[config.mk]
export PLATFORM = sky130hd
export DESIGN_NAME = asps_top
export DESIGN_NICKNAME = d
export VERILOG_FILES = /design/src/rtl/asps_pkg.sv /design/src/rtl/asps_lag_filter.sv /design/src/rtl/asps_lin_scale.sv /design/src/rtl/asps_top.sv
export VERILOG_INCLUDE_DIRS = /design/src /design/src/rtl
export SDC_FILE = /design/constraint.sdc
export NUM_CORES = 2
export LEC_CHECK = 0
export ABC_CLOCK_PERIOD_IN_PS = 99000
export BUFFER_PORTS_ARGS = -buffer_cell sky130_fd_sc_hd__buf_2
export CAP_MARGIN = 30
export CORE_MARGIN = 3
export CORE_UTILIZATION = 40
export CTS_CLUSTER_DIAMETER = 80
export DETAILED_ROUTE_END_ITERATION = 10
export GPL_TIMING_DRIVEN = 0
export PLACE_DENSITY = 0.58
export SYNTH_ARGS = -nofsm -noshare
export SYNTH_HDL_FRONTEND = slang
export SYNTH_SLANG_ARGS = --single-unit
[constraint.sdc]
create_clock -name clock_i -period 99 [get_ports clock_i]
set_input_delay 9.9 -clock clock_i [delete_from_list [all_inputs] [get_ports clock_i]]
set_output_delay 9.9 -clock clock_i [all_outputs]
set_load 0.01 [all_outputs]
[src/rtl/asps_consts.svh]
// Purpose: numeric constants of the analog set-point scaler
// Assumes: levels in 0.1 % steps, frequencies in 0.01 Hz steps
// Notes: included by the package and by every design file
`ifndef ASPS_CONSTS_SVH
`define ASPS_CONSTS_SVH

// data widths
`define ASPS_LVL_W 12
`define ASPS_FRQ_W 16
`define ASPS_ADC_W 12

// filter setting range and reset value
`define ASPS_FILT_RST 4'h1
`define ASPS_FILT_MAX 4'h8
// shift at setting 0; tick 1.25 ms * 2^2 gives about 5 ms
`define ASPS_FILT_SHIFT_BASE 4'h2

// frequency limits and resets (0.01 Hz)
`define ASPS_FRQ_MAX 16'h9c40
`define ASPS_GAIN_F_RST 16'h1388
`define ASPS_BIAS_F_RST 16'h0000

// level limits and resets (0.1 %)
`define ASPS_LVL_MAX 12'hbb8
`define ASPS_A_BIAS_L_RST 12'h000
`define ASPS_B_BIAS_L_RST 12'h0c8
`define ASPS_GAIN_L_RST 12'h3e8

// full-scale factors: adc code * factor >> 12 gives 0.1 %
`define ASPS_SCALE_FULL 12'h3e8
`define ASPS_SCALE_HALF 12'h7d0

// range selector codes for the first channel
`define ASPS_RANGE_10V_LO 4'h0
`define ASPS_RANGE_10V_HI 4'ha

// second channel input selector codes
`define ASPS_B_SEL_MA 2'h0
`define ASPS_B_SEL_5V 2'h1

// write protect codes
`define ASPS_WP_STOPPED 2'h0
`define ASPS_WP_ANY 2'h2

// filter tick period and clock period
`define ASPS_TICK_NS 1250000
`define ASPS_CLK_NS 50
`define ASPS_TICK_CYC (`ASPS_TICK_NS / `ASPS_CLK_NS)

`endif

[src/rtl/asps_pkg.sv]
// Purpose: types of the analog set-point scaler
// Assumes: constants come from asps_consts.svh
// Notes: state of each rtl module is one packed struct, plus filt_stb_q in asps_top
`include "asps_consts.svh"

package asps_pkg;

   // parameter selector for the write port
   typedef enum logic [3:0] {
      SEL_FILTER,
      SEL_A_GAIN_F,
      SEL_B_GAIN_F,
      SEL_DISP,
      SEL_A_BIAS_F,
      SEL_A_BIAS_L,
      SEL_A_GAIN_L,
      SEL_B_BIAS_F,
      SEL_B_BIAS_L,
      SEL_B_GAIN_L
   } asps_param_sel_type;

   // bias and gain points of one channel
   typedef struct packed {
      logic [`ASPS_LVL_W-1:0] bias_l;
      logic [`ASPS_LVL_W-1:0] gain_l;
      logic [`ASPS_FRQ_W-1:0] bias_f;
      logic [`ASPS_FRQ_W-1:0] gain_f;
   } asps_chan_cfg_type;

   typedef struct packed {
      logic [2*`ASPS_LVL_W-1:0] y;
   } asps_filt_state_type;

   typedef struct packed {
      logic [`ASPS_FRQ_W-1:0] freq;
      logic valid;
   } asps_scale_state_type;

   typedef struct packed {
      logic [3:0] filt_set;
      logic disp_unit;
      asps_chan_cfg_type cfg_a;
      asps_chan_cfg_type cfg_b;
      logic en_meta;
      logic en_sync;
      logic [23:0] tick_cnt;
      logic ack;
      logic err;
      logic [`ASPS_FRQ_W-1:0] freq;
      logic cmd_valid;
      logic src_b;
      logic [`ASPS_LVL_W-1:0] disp_val;
   } asps_top_state_type;

endpackage : asps_pkg

[src/rtl/asps_lag_filter.sv]
// Purpose: first-order lag on one level stream
// Assumes: tick_i is a one-cycle enable at the filter rate
// Notes: y += (x - y) / 2^shift, 12 fraction bits kept
`timescale 1ns/1ps
`default_nettype none
`include "asps_consts.svh"

module asps_lag_filter (
   input wire logic clock_i,
   input wire logic rst_b_i,
   input wire logic tick_i,
   input wire logic [3:0] shift_i,
   input wire logic [`ASPS_LVL_W-1:0] x_i,
   output logic [`ASPS_LVL_W-1:0] y_o
);

   asps_pkg::asps_filt_state_type s_q, s_d;
   logic signed [2*`ASPS_LVL_W:0] diff;
   logic signed [2*`ASPS_LVL_W:0] step;

   // step toward the input, scaled by the time constant
   always_comb begin
      s_d = s_q;
      diff = $signed({1'b0, x_i, {`ASPS_LVL_W{1'b0}}}) - $signed({1'b0, s_q.y});
      step = diff >>> shift_i;
      if (tick_i) begin
         s_d.y = s_q.y + step[2*`ASPS_LVL_W-1:0];
      end
   end

   always_ff @(posedge clock_i or negedge rst_b_i) begin
      if (!rst_b_i) begin
         s_q <= '0;
      end else begin
         s_q <= s_d;
      end
   end

   assign y_o = s_q.y[2*`ASPS_LVL_W-1:`ASPS_LVL_W];
endmodule : asps_lag_filter
`default_nettype wire

[src/rtl/asps_lin_scale.sv]
// Purpose: bias/gain mapping of one filtered level to a frequency
// Assumes: cfg_i is stable around stb_i
// Notes: result registered one cycle after stb_i, rounded to nearest
`timescale 1ns/1ps
`default_nettype none
`include "asps_consts.svh"

module asps_lin_scale (
   input wire logic clock_i,
   input wire logic rst_b_i,
   input wire logic stb_i,
   input wire logic [`ASPS_LVL_W-1:0] lvl_i,
   input wire asps_pkg::asps_chan_cfg_type cfg_i,
   output logic [`ASPS_FRQ_W-1:0] freq_o,
   output logic valid_o
);

   asps_pkg::asps_scale_state_type s_q, s_d;
   logic [`ASPS_LVL_W-1:0] dl;
   logic [`ASPS_LVL_W-1:0] span;
   logic signed [`ASPS_FRQ_W:0] df;
   logic signed [`ASPS_LVL_W+`ASPS_FRQ_W+1:0] prod;
   logic [`ASPS_LVL_W+`ASPS_FRQ_W:0] mag;
   logic [`ASPS_LVL_W+`ASPS_FRQ_W:0] q;

   // clamp below bias and above gain, interpolate between
   always_comb begin
      s_d = s_q;
      s_d.valid = stb_i;
      dl = lvl_i - cfg_i.bias_l;
      span = cfg_i.gain_l - cfg_i.bias_l;
      df = $signed({1'b0, cfg_i.gain_f}) - $signed({1'b0, cfg_i.bias_f});
      prod = $signed({1'b0, dl}) * df;
      mag = prod[`ASPS_LVL_W+`ASPS_FRQ_W+1] ? (`ASPS_LVL_W+`ASPS_FRQ_W+1)'(-prod)
                                            : prod[`ASPS_LVL_W+`ASPS_FRQ_W:0];
      q = '0;
      if (stb_i) begin
         if (lvl_i <= cfg_i.bias_l) begin
            s_d.freq = cfg_i.bias_f;
         end else if (lvl_i >= cfg_i.gain_l) begin
            s_d.freq = cfg_i.gain_f;
         end else begin
            q = (mag + (`ASPS_LVL_W+`ASPS_FRQ_W+1)'(span >> 1)) / span;
            if (df < 0) begin
               s_d.freq = cfg_i.bias_f - q[`ASPS_FRQ_W-1:0];
            end else begin
               s_d.freq = cfg_i.bias_f + q[`ASPS_FRQ_W-1:0];
            end
         end
      end
   end

   always_ff @(posedge clock_i or negedge rst_b_i) begin
      if (!rst_b_i) begin
         s_q <= '0;
      end else begin
         s_q <= s_d;
      end
   end

   assign freq_o = s_q.freq;
   assign valid_o = s_q.valid;
endmodule : asps_lin_scale
`default_nettype wire

[src/rtl/asps_top.sv]
// Purpose: filters and scales two analog set-points to a frequency command
// Assumes: adc samples are on clock_i, full code is 10 V or 20 mA
// Notes: levels in 0.1 % units, frequencies in 0.01 Hz units
//
// Notes on behaviour
// - lag filter per sample, setting 0-8, reset 1
// - time constant about 5 ms to 1.28 s
// - channel A gain frequency 0-400 Hz, 50 Hz
// - channel B gain frequency 0-400 Hz, 50 Hz
// - channel A bias frequency, default 0 Hz
// - channel A bias level 0-300 %, default 0
// - channel A gain level, default 100 %
// - channel B bias level, default 20 %
// - channel B gain level, default 100 %
// - channel B bias frequency, default 0 Hz
// - channel A below bias gives bias frequency
// - channel A above gain gives gain frequency
// - channel B below bias gives bias frequency
// - channel B above gain gives gain frequency
// - linear slope set by bias and gain points
// - bias above gain frequency gives falling slope
// - gain frequency alone rescales maximum command
// - display unit: 0 percent, 1 volts/milliamps
// - display unit writable while running, any protection
// - settings writable only when group select zero
// - channel B used only while enable asserted
// - channel A 10 V when select 0/10
`timescale 1ns/1ps
`default_nettype none
`include "asps_consts.svh"

module asps_top #(
   parameter int TICK_CYCLES = `ASPS_TICK_CYC
) (
   input wire logic clock_i,
   input wire logic rst_b_i,
   input wire logic [`ASPS_ADC_W-1:0] sample_a_i,
   input wire logic [`ASPS_ADC_W-1:0] sample_b_i,
   input wire logic ch_b_enable_i,
   input wire logic [3:0] ch_a_range_select_i,
   input wire logic [1:0] ch_b_input_select_i,
   input wire logic [13:0] user_group_read_select_i,
   input wire logic [1:0] write_protect_select_i,
   input wire logic drive_running_i,
   input wire logic param_wr_i,
   input wire asps_pkg::asps_param_sel_type param_sel_i,
   input wire logic [`ASPS_FRQ_W-1:0] param_data_i,
   output logic param_ack_o,
   output logic param_err_o,
   output logic [`ASPS_FRQ_W-1:0] freq_cmd_o,
   output logic cmd_valid_o,
   output logic cmd_src_b_o,
   output logic [`ASPS_LVL_W-1:0] level_display_o,
   output logic level_display_unit_select_o,
   output logic [3:0] filter_time_setting_o
);

   asps_pkg::asps_top_state_type s_q, s_d;
   logic tick;
   logic ten_v_a;
   logic wr_ok;
   logic rng_ok;
   logic [`ASPS_LVL_W-1:0] factor [2];
   logic [`ASPS_ADC_W-1:0] sample [2];
   logic [`ASPS_LVL_W-1:0] lvl_raw [2];
   logic [`ASPS_LVL_W-1:0] lvl_filt [2];
   asps_pkg::asps_chan_cfg_type cfg [2];
   logic [`ASPS_FRQ_W-1:0] freq_ch [2];
   logic valid_ch [2];
   logic filt_stb_q;
   logic [3:0] shift;
   logic [`ASPS_LVL_W-1:0] lvl_sel;

   // filter rate enable from the free-running divider
   assign tick = (s_q.tick_cnt == 24'h000000);

   // full-scale factor per channel
   assign ten_v_a = (ch_a_range_select_i == `ASPS_RANGE_10V_LO)
                 || (ch_a_range_select_i == `ASPS_RANGE_10V_HI);
   assign factor[0] = ten_v_a ? `ASPS_SCALE_FULL : `ASPS_SCALE_HALF;
   assign factor[1] = (ch_b_input_select_i == `ASPS_B_SEL_5V)
                    ? `ASPS_SCALE_HALF : `ASPS_SCALE_FULL;
   assign sample[0] = sample_a_i;
   assign sample[1] = sample_b_i;
   assign cfg[0] = s_q.cfg_a;
   assign cfg[1] = s_q.cfg_b;
   assign shift = s_q.filt_set + `ASPS_FILT_SHIFT_BASE;

   // per channel: level conversion, lag filter, then scaling
   for (genvar c = 0; c < 2; c++) begin : g_chan
      logic [2*`ASPS_LVL_W-1:0] prod;
      assign prod = sample[c] * factor[c];
      assign lvl_raw[c] = prod[2*`ASPS_LVL_W-1:`ASPS_LVL_W];

      asps_lag_filter u_filt (
         .clock_i(clock_i),
         .rst_b_i(rst_b_i),
         .tick_i(tick),
         .shift_i(shift),
         .x_i(lvl_raw[c]),
         .y_o(lvl_filt[c])
      );

      asps_lin_scale u_scale (
         .clock_i(clock_i),
         .rst_b_i(rst_b_i),
         .stb_i(filt_stb_q),
         .lvl_i(lvl_filt[c]),
         .cfg_i(cfg[c]),
         .freq_o(freq_ch[c]),
         .valid_o(valid_ch[c])
      );
   end

   // scaling runs the cycle after the filter has stepped
   always_ff @(posedge clock_i or negedge rst_b_i) begin
      if (!rst_b_i) begin
         filt_stb_q <= 1'b0;
      end else begin
         filt_stb_q <= tick;
      end
   end

   // write permission: group select, then protection or display exemption
   always_comb begin
      wr_ok = 1'b0;
      if (user_group_read_select_i == 14'h0000) begin
         if (param_sel_i == asps_pkg::SEL_DISP) begin
            wr_ok = 1'b1;
         end else if (write_protect_select_i == `ASPS_WP_ANY) begin
            wr_ok = 1'b1;
         end else if (write_protect_select_i == `ASPS_WP_STOPPED) begin
            wr_ok = !drive_running_i;
         end
      end
   end

   // value range per parameter
   always_comb begin
      rng_ok = 1'b0;
      unique case (param_sel_i)
         asps_pkg::SEL_FILTER: begin
            rng_ok = param_data_i <= 16'(`ASPS_FILT_MAX);
         end
         asps_pkg::SEL_DISP: begin
            rng_ok = param_data_i <= 16'h0001;
         end
         asps_pkg::SEL_A_GAIN_F, asps_pkg::SEL_B_GAIN_F,
         asps_pkg::SEL_A_BIAS_F, asps_pkg::SEL_B_BIAS_F: begin
            rng_ok = param_data_i <= `ASPS_FRQ_MAX;
         end
         asps_pkg::SEL_A_BIAS_L, asps_pkg::SEL_A_GAIN_L,
         asps_pkg::SEL_B_BIAS_L, asps_pkg::SEL_B_GAIN_L: begin
            rng_ok = param_data_i <= 16'(`ASPS_LVL_MAX);
         end
         default: begin
            rng_ok = 1'b0;
         end
      endcase
   end

   // selected channel's filtered level for the display
   assign lvl_sel = s_q.en_sync ? lvl_filt[1] : lvl_filt[0];

   // next state
   always_comb begin
      s_d = s_q;
      s_d.ack = 1'b0;
      s_d.err = 1'b0;
      s_d.cmd_valid = 1'b0;
      // two-flop synchroniser of the enable pin
      s_d.en_meta = ch_b_enable_i;
      s_d.en_sync = s_q.en_meta;
      // divider for the filter tick
      if (s_q.tick_cnt >= 24'(TICK_CYCLES - 1)) begin
         s_d.tick_cnt = 24'h000000;
      end else begin
         s_d.tick_cnt = s_q.tick_cnt + 24'h000001;
      end
      // parameter writes, refused writes leave the store alone
      if (param_wr_i) begin
         if (wr_ok && rng_ok) begin
            s_d.ack = 1'b1;
            unique case (param_sel_i)
               asps_pkg::SEL_FILTER: begin
                  s_d.filt_set = param_data_i[3:0];
               end
               asps_pkg::SEL_DISP: begin
                  s_d.disp_unit = param_data_i[0];
               end
               asps_pkg::SEL_A_GAIN_F: begin
                  s_d.cfg_a.gain_f = param_data_i;
               end
               asps_pkg::SEL_B_GAIN_F: begin
                  s_d.cfg_b.gain_f = param_data_i;
               end
               asps_pkg::SEL_A_BIAS_F: begin
                  s_d.cfg_a.bias_f = param_data_i;
               end
               asps_pkg::SEL_A_BIAS_L: begin
                  s_d.cfg_a.bias_l = param_data_i[`ASPS_LVL_W-1:0];
               end
               asps_pkg::SEL_A_GAIN_L: begin
                  s_d.cfg_a.gain_l = param_data_i[`ASPS_LVL_W-1:0];
               end
               asps_pkg::SEL_B_BIAS_F: begin
                  s_d.cfg_b.bias_f = param_data_i;
               end
               asps_pkg::SEL_B_BIAS_L: begin
                  s_d.cfg_b.bias_l = param_data_i[`ASPS_LVL_W-1:0];
               end
               asps_pkg::SEL_B_GAIN_L: begin
                  s_d.cfg_b.gain_l = param_data_i[`ASPS_LVL_W-1:0];
               end
               default: begin
                  s_d.err = 1'b1;
               end
            endcase
         end else begin
            s_d.err = 1'b1;
         end
      end
      // command from channel B only while its enable is high
      if (valid_ch[0]) begin
         s_d.cmd_valid = 1'b1;
         s_d.src_b = s_q.en_sync;
         s_d.freq = s_q.en_sync ? freq_ch[1] : freq_ch[0];
      end
      // display value in 0.1 % or in 0.01 V / 0.01 mA
      if (valid_ch[0]) begin
         if (!s_q.disp_unit) begin
            s_d.disp_val = lvl_sel;
         end else if (!s_q.en_sync) begin
            s_d.disp_val = ten_v_a ? lvl_sel : (lvl_sel >> 1);
         end else if (ch_b_input_select_i == `ASPS_B_SEL_MA) begin
            s_d.disp_val = {lvl_sel[`ASPS_LVL_W-2:0], 1'b0};
         end else begin
            s_d.disp_val = (factor[1] == `ASPS_SCALE_HALF) ? (lvl_sel >> 1) : lvl_sel;
         end
      end
   end

   // state register with documented defaults
   always_ff @(posedge clock_i or negedge rst_b_i) begin
      if (!rst_b_i) begin
         s_q <= '0;
         s_q.filt_set <= `ASPS_FILT_RST;
         s_q.cfg_a.bias_l <= `ASPS_A_BIAS_L_RST;
         s_q.cfg_a.gain_l <= `ASPS_GAIN_L_RST;
         s_q.cfg_a.bias_f <= `ASPS_BIAS_F_RST;
         s_q.cfg_a.gain_f <= `ASPS_GAIN_F_RST;
         s_q.cfg_b.bias_l <= `ASPS_B_BIAS_L_RST;
         s_q.cfg_b.gain_l <= `ASPS_GAIN_L_RST;
         s_q.cfg_b.bias_f <= `ASPS_BIAS_F_RST;
         s_q.cfg_b.gain_f <= `ASPS_GAIN_F_RST;
      end else begin
         s_q <= s_d;
      end
   end

   // outputs
   assign param_ack_o = s_q.ack;
   assign param_err_o = s_q.err;
   assign freq_cmd_o = s_q.freq;
   assign cmd_valid_o = s_q.cmd_valid;
   assign cmd_src_b_o = s_q.src_b;
   assign level_display_o = s_q.disp_val;
   assign level_display_unit_select_o = s_q.disp_unit;
   assign filter_time_setting_o = s_q.filt_set;
endmodule : asps_top
`default_nettype wire

==> reports/summary.md <==
The run finished with clean final reports. The total via count after detailed routing was 79957; the initial standard-cell utilization of the core was 0.405. The detail-routed net length per standard cell was 20.0 um. Prior to clock tree synthesis, the placed netlist has a worst setup slack of -20340 ps. The share of post-route cells with drive strength above 1 is 0.188. For the number of distinct library cell variants in the gate-level netlist after synthesis, the log shows 146. HPWL after detailed placement: 221000 um.

The average via count per standard cell is 5.78. Yosys attributes the largest share of cell area to sky130_fd_sc_hd__ha_1, sky130_fd_sc_hd__fa_1, sky130_fd_sc_hd__dfrtp_1, sky130_fd_sc_hd__nor2_1, sky130_fd_sc_hd__nand2_1. Entering global routing, the biggest net connects 97 pins. The via count of the first global-routing pass is 76950, and the total number of nets in the final design is 12783. Across all register-to-register paths, the minimum setup slack is 1210 ps.

The first global-routing pass estimated 426000 um of wire. The library cell occupying the most area in the post-synthesis netlist is sky130_fd_sc_hd__ha_1. The initial antenna violation count was 5. The tools report the total number of clock tree sinks as 257. The most common library cell in the layout ignoring fill and taps was sky130_fd_sc_hd__ha_1.

The clock period minus final worst setup slack was 97790 ps. The filler cells instantiated in the layout total 19251. The tools report the reg-to-reg endpoint as g_chan[1].u_scale.freq_o[14]$_DFFE_PN0P_.

The worst setup path is captured at a register. Max-cap violations in this run came to 0. At the worst endpoint, the required time is 99450 ps. The tools report the number of buffers created by CTS as 35. STA classifies the critical path startpoint as a register. In the layout the commonest cells are sky130_fd_sc_hd__ha_1, sky130_fd_sc_hd__nand2_1, sky130_fd_sc_hd__inv_1.

The tree is rooted in a sky130_fd_sc_hd__clkbuf_16. Once routing completed, OpenROAD measured the worst setup slack at 1210 ps. Setup repair after global routing could not meet its margin everywhere. The worst min-delay path category was register to register. Counting flops with a built-in enable in the synthesized netlist gives 0. Total I/O pin count: 108. The synthesized netlist occupies a cell area of 0.0795 mm2. The tools report the post-synthesis cell count as 10314. The portion of synthesized cell area occupied by the leading cell type works out to 0.162. In this run the worst setup path terminates at g_chan[1].u_scale.freq_o[14]$_DFFE_PN0P_.

TritonCTS built the clock tree. The logs give 570 ps for the clock latency at the later pin of the worst-skew pair and 0 ps for the summed negative setup slack over all endpoints. In this run the tool buffered the top-level ports with 103 buffer cells.

The floorplan has 162 rows. The post-detailed-route count of antenna-violating nets is 0, and the die width is 452 um. The async set-reset flop share out of synthesis is 1.00, and the full die area is 0.204 mm2. The count of endpoints failing hold in the final timing report is 0, and the deepest level of the CTS H-tree is 2. The mean area per synthesized cell works out to 7.71 um2.

The period utilization works out to 0.988. The clock-pin transition on the worst setup and hold timing paths was 60 ps. The longest clock path from root to sink contains 3 buffers. The remaining max-slew budget at the tightest pin was 0.0741; the count of placed standard cells including taps was 13116. Along the worst path, the maximum fanout reaches 10.

The overall fraction of global-route tracks in use was 0.256. Setup violations remaining at the end of the flow were counted as 0. In this run the worst setup path begins at cfg[0]$_DFFE_PN0P_. Source of the worst register-to-register timing path: cfg[0]$_DFFE_PN0P_. The largest clock skew in the final design is 18.6 ps. In the routed design, unresolved DRC markers number 0.

After floorplanning, the core was sized to cover 0.196 mm2. In the synthesized netlist the dominant register cell turns out to be sky130_fd_sc_hd__dfrtp_1. The highest clock frequency the design can meet came out at 10.2 MHz. The total count of max-transition violations in the final report is 0, and the total wirelength of the detailed-routed design is 277000 um.

Yosys printed 0 warnings. In this design, the stage delay of the slowest critical-path cell is 610 ps. The congestion estimate from routability-driven global placement came to 0.945.

The signal arrival time at the worst endpoint was 98240 ps; the depth of the most critical reg-to-reg path was 533. The slew at the pin with the worst max-slew slack is 1390 ps, and the area growth from synthesis to layout is 19.8%. The most common cell type on the critical path was sky130_fd_sc_hd__o21a_1. For this design, the CTS-stage hold fixing added 0 buffers. From bottom edge to top edge, the die measures 452 um.

The flop and latch count out of synthesis came out at 257. The finished layout holds 13831 standard cells, fillers aside. The first detailed-routing pass ran for 6 iterations. For this design, the slowest cell found on the critical path is sky130_fd_sc_hd__fa_2. The worst setup path category was register to register. For this block, the initial DRC count from the detailed router was 5470.

The tools report the sum of overflow across all layers after global routing as 0. Sequential area share after synthesis: 0.0813.
## state kept, by name (all words and copies together), names as in the netlist
register and cells:
s_d 1, freq_cmd_o 16, param_ack_o 1, level_display_unit_select_o 1, g_chan.u_scale.valid_o 1, s_q 25
level_display_o 12, g_chan.u_filt.s_q 48, g_chan.u_scale.freq_o 32, cmd_src_b_o 1, cfg 112, param_err_o 1
filt_stb_q 1, cmd_valid_o 1, filter_time_setting_o 4
## worst min-delay path by stage
stage / startpoint / endpoint / cells after the start
after global placement: s_d[56]$_DFF_PN0_ / s_q[56]$_DFF_PN0_ / 0
final: s_d[56]$_DFF_PN0_ / s_q[56]$_DFF_PN0_ / 0
after global routing: s_d[56]$_DFF_PN0_ / s_q[56]$_DFF_PN0_ / 0
after CTS: s_d[56]$_DFF_PN0_ / s_q[56]$_DFF_PN0_ / 0
after floorplan: s_d[56]$_DFF_PN0_ / s_q[56]$_DFF_PN0_ / 0
after detailed placement: s_d[56]$_DFF_PN0_ / s_q[56]$_DFF_PN0_ / 0
## worst max-delay path: cells and delay by family, from the launching register on
kind | cells | cell delay (ps)
compound gates | 304 | 56070
xor+xnor | 3 | 390
fa+ha+maj | 40 | 11310
buf+inv | 66 | 8410
flops | 1 | 380
mux | 14 | 3480
simple gates | 106 | 17410
## layout make-up
type	count	area, um2	area share
multi-input cells	8803	71900	0.756
flip-flops and latches	257	6470	0.0679
repair buffers	813	6380	0.0670
inverters	934	3520	0.0370
well taps	2624	3280	0.0345
plain buffers	331	2330	0.0245
clock buffers	42	942	0.00990
clock inverters	22	327	0.00343
diodes	5	12.5	0.000131
## Yosys cell counts (30+ instances only)
library cell and count:
sky130_fd_sc_hd__a21boi_0 35, sky130_fd_sc_hd__mux2i_1 195, sky130_fd_sc_hd__o31ai_1 195, sky130_fd_sc_hd__nor4_1 62
sky130_fd_sc_hd__o21ai_1 41, sky130_fd_sc_hd__buf_2 32, sky130_fd_sc_hd__o21ai_0 508, sky130_fd_sc_hd__and2_1 113
sky130_fd_sc_hd__and3_1 54, sky130_fd_sc_hd__a211oi_1 67, sky130_fd_sc_hd__o22ai_1 31, sky130_fd_sc_hd__nor2b_1 91
sky130_fd_sc_hd__nand2_1 940, sky130_fd_sc_hd__or3_1 81, sky130_fd_sc_hd__o211ai_1 81, sky130_fd_sc_hd__o21bai_1 92
sky130_fd_sc_hd__xor2_1 207, sky130_fd_sc_hd__o21a_1 447, sky130_fd_sc_hd__nor2_1 952, sky130_fd_sc_hd__a21o_1 224
sky130_fd_sc_hd__a21oi_1 570, sky130_fd_sc_hd__inv_1 927, sky130_fd_sc_hd__buf_1 30, sky130_fd_sc_hd__buf_4 49
sky130_fd_sc_hd__dfrtp_1 231, sky130_fd_sc_hd__nand2b_1 142, sky130_fd_sc_hd__nor3_1 532, sky130_fd_sc_hd__nand4_1 98
sky130_fd_sc_hd__clkbuf_1 235, sky130_fd_sc_hd__mux2_2 217, sky130_fd_sc_hd__a31oi_1 82, sky130_fd_sc_hd__xnor2_1 353
sky130_fd_sc_hd__nand3_1 147, sky130_fd_sc_hd__ha_1 1031, sky130_fd_sc_hd__or2_2 90, sky130_fd_sc_hd__fa_1 506
## layer usage
metal,routed length [um],GRT usage
met1,121000,0.335
met2,134000,0.449
met3,11000,0.0168
met4,10600,0.0795
met5,13,0
## cells by family (layout without fill, tap and decap cells)
logic type      Yosys count  in the layout  share of synthesized area
simple gates           3496           3497                      0.212
compound gates         2757           2757                      0.234
fa+ha+maj              1538           1538                      0.290
buf+inv                1284           2142                     0.0638
xor+xnor                563            563                     0.0624
mux                     417            417                     0.0562
flops                   257            257                     0.0813
other cells               2             36                  0.0000945
## per-stage QoR
step | hold slack (ps) | utilization | area (um2)
2_1_floorplan | 331 | - | 79700
3_3_place_gp | 346 | 0.426 | 83500
3_5_place_dp | 366 | 0.429 | 84300
4_1_cts | 379 | 0.454 | 89100
5_1_grt | 389 | 0.485 | 95200
6_report | 373 | 0.485 | 95200
## what timing repair did
item,in CTS,in global routing
setup endpoints to repair,32,32
pin swaps,151,563
gates resized for setup,582,638
setup buffers,202,458
gates cloned,0,5
Power is left out: the tool's default activity adds up to more than one toggle a clock period on the data nets, which glitch-free logic cannot reach.
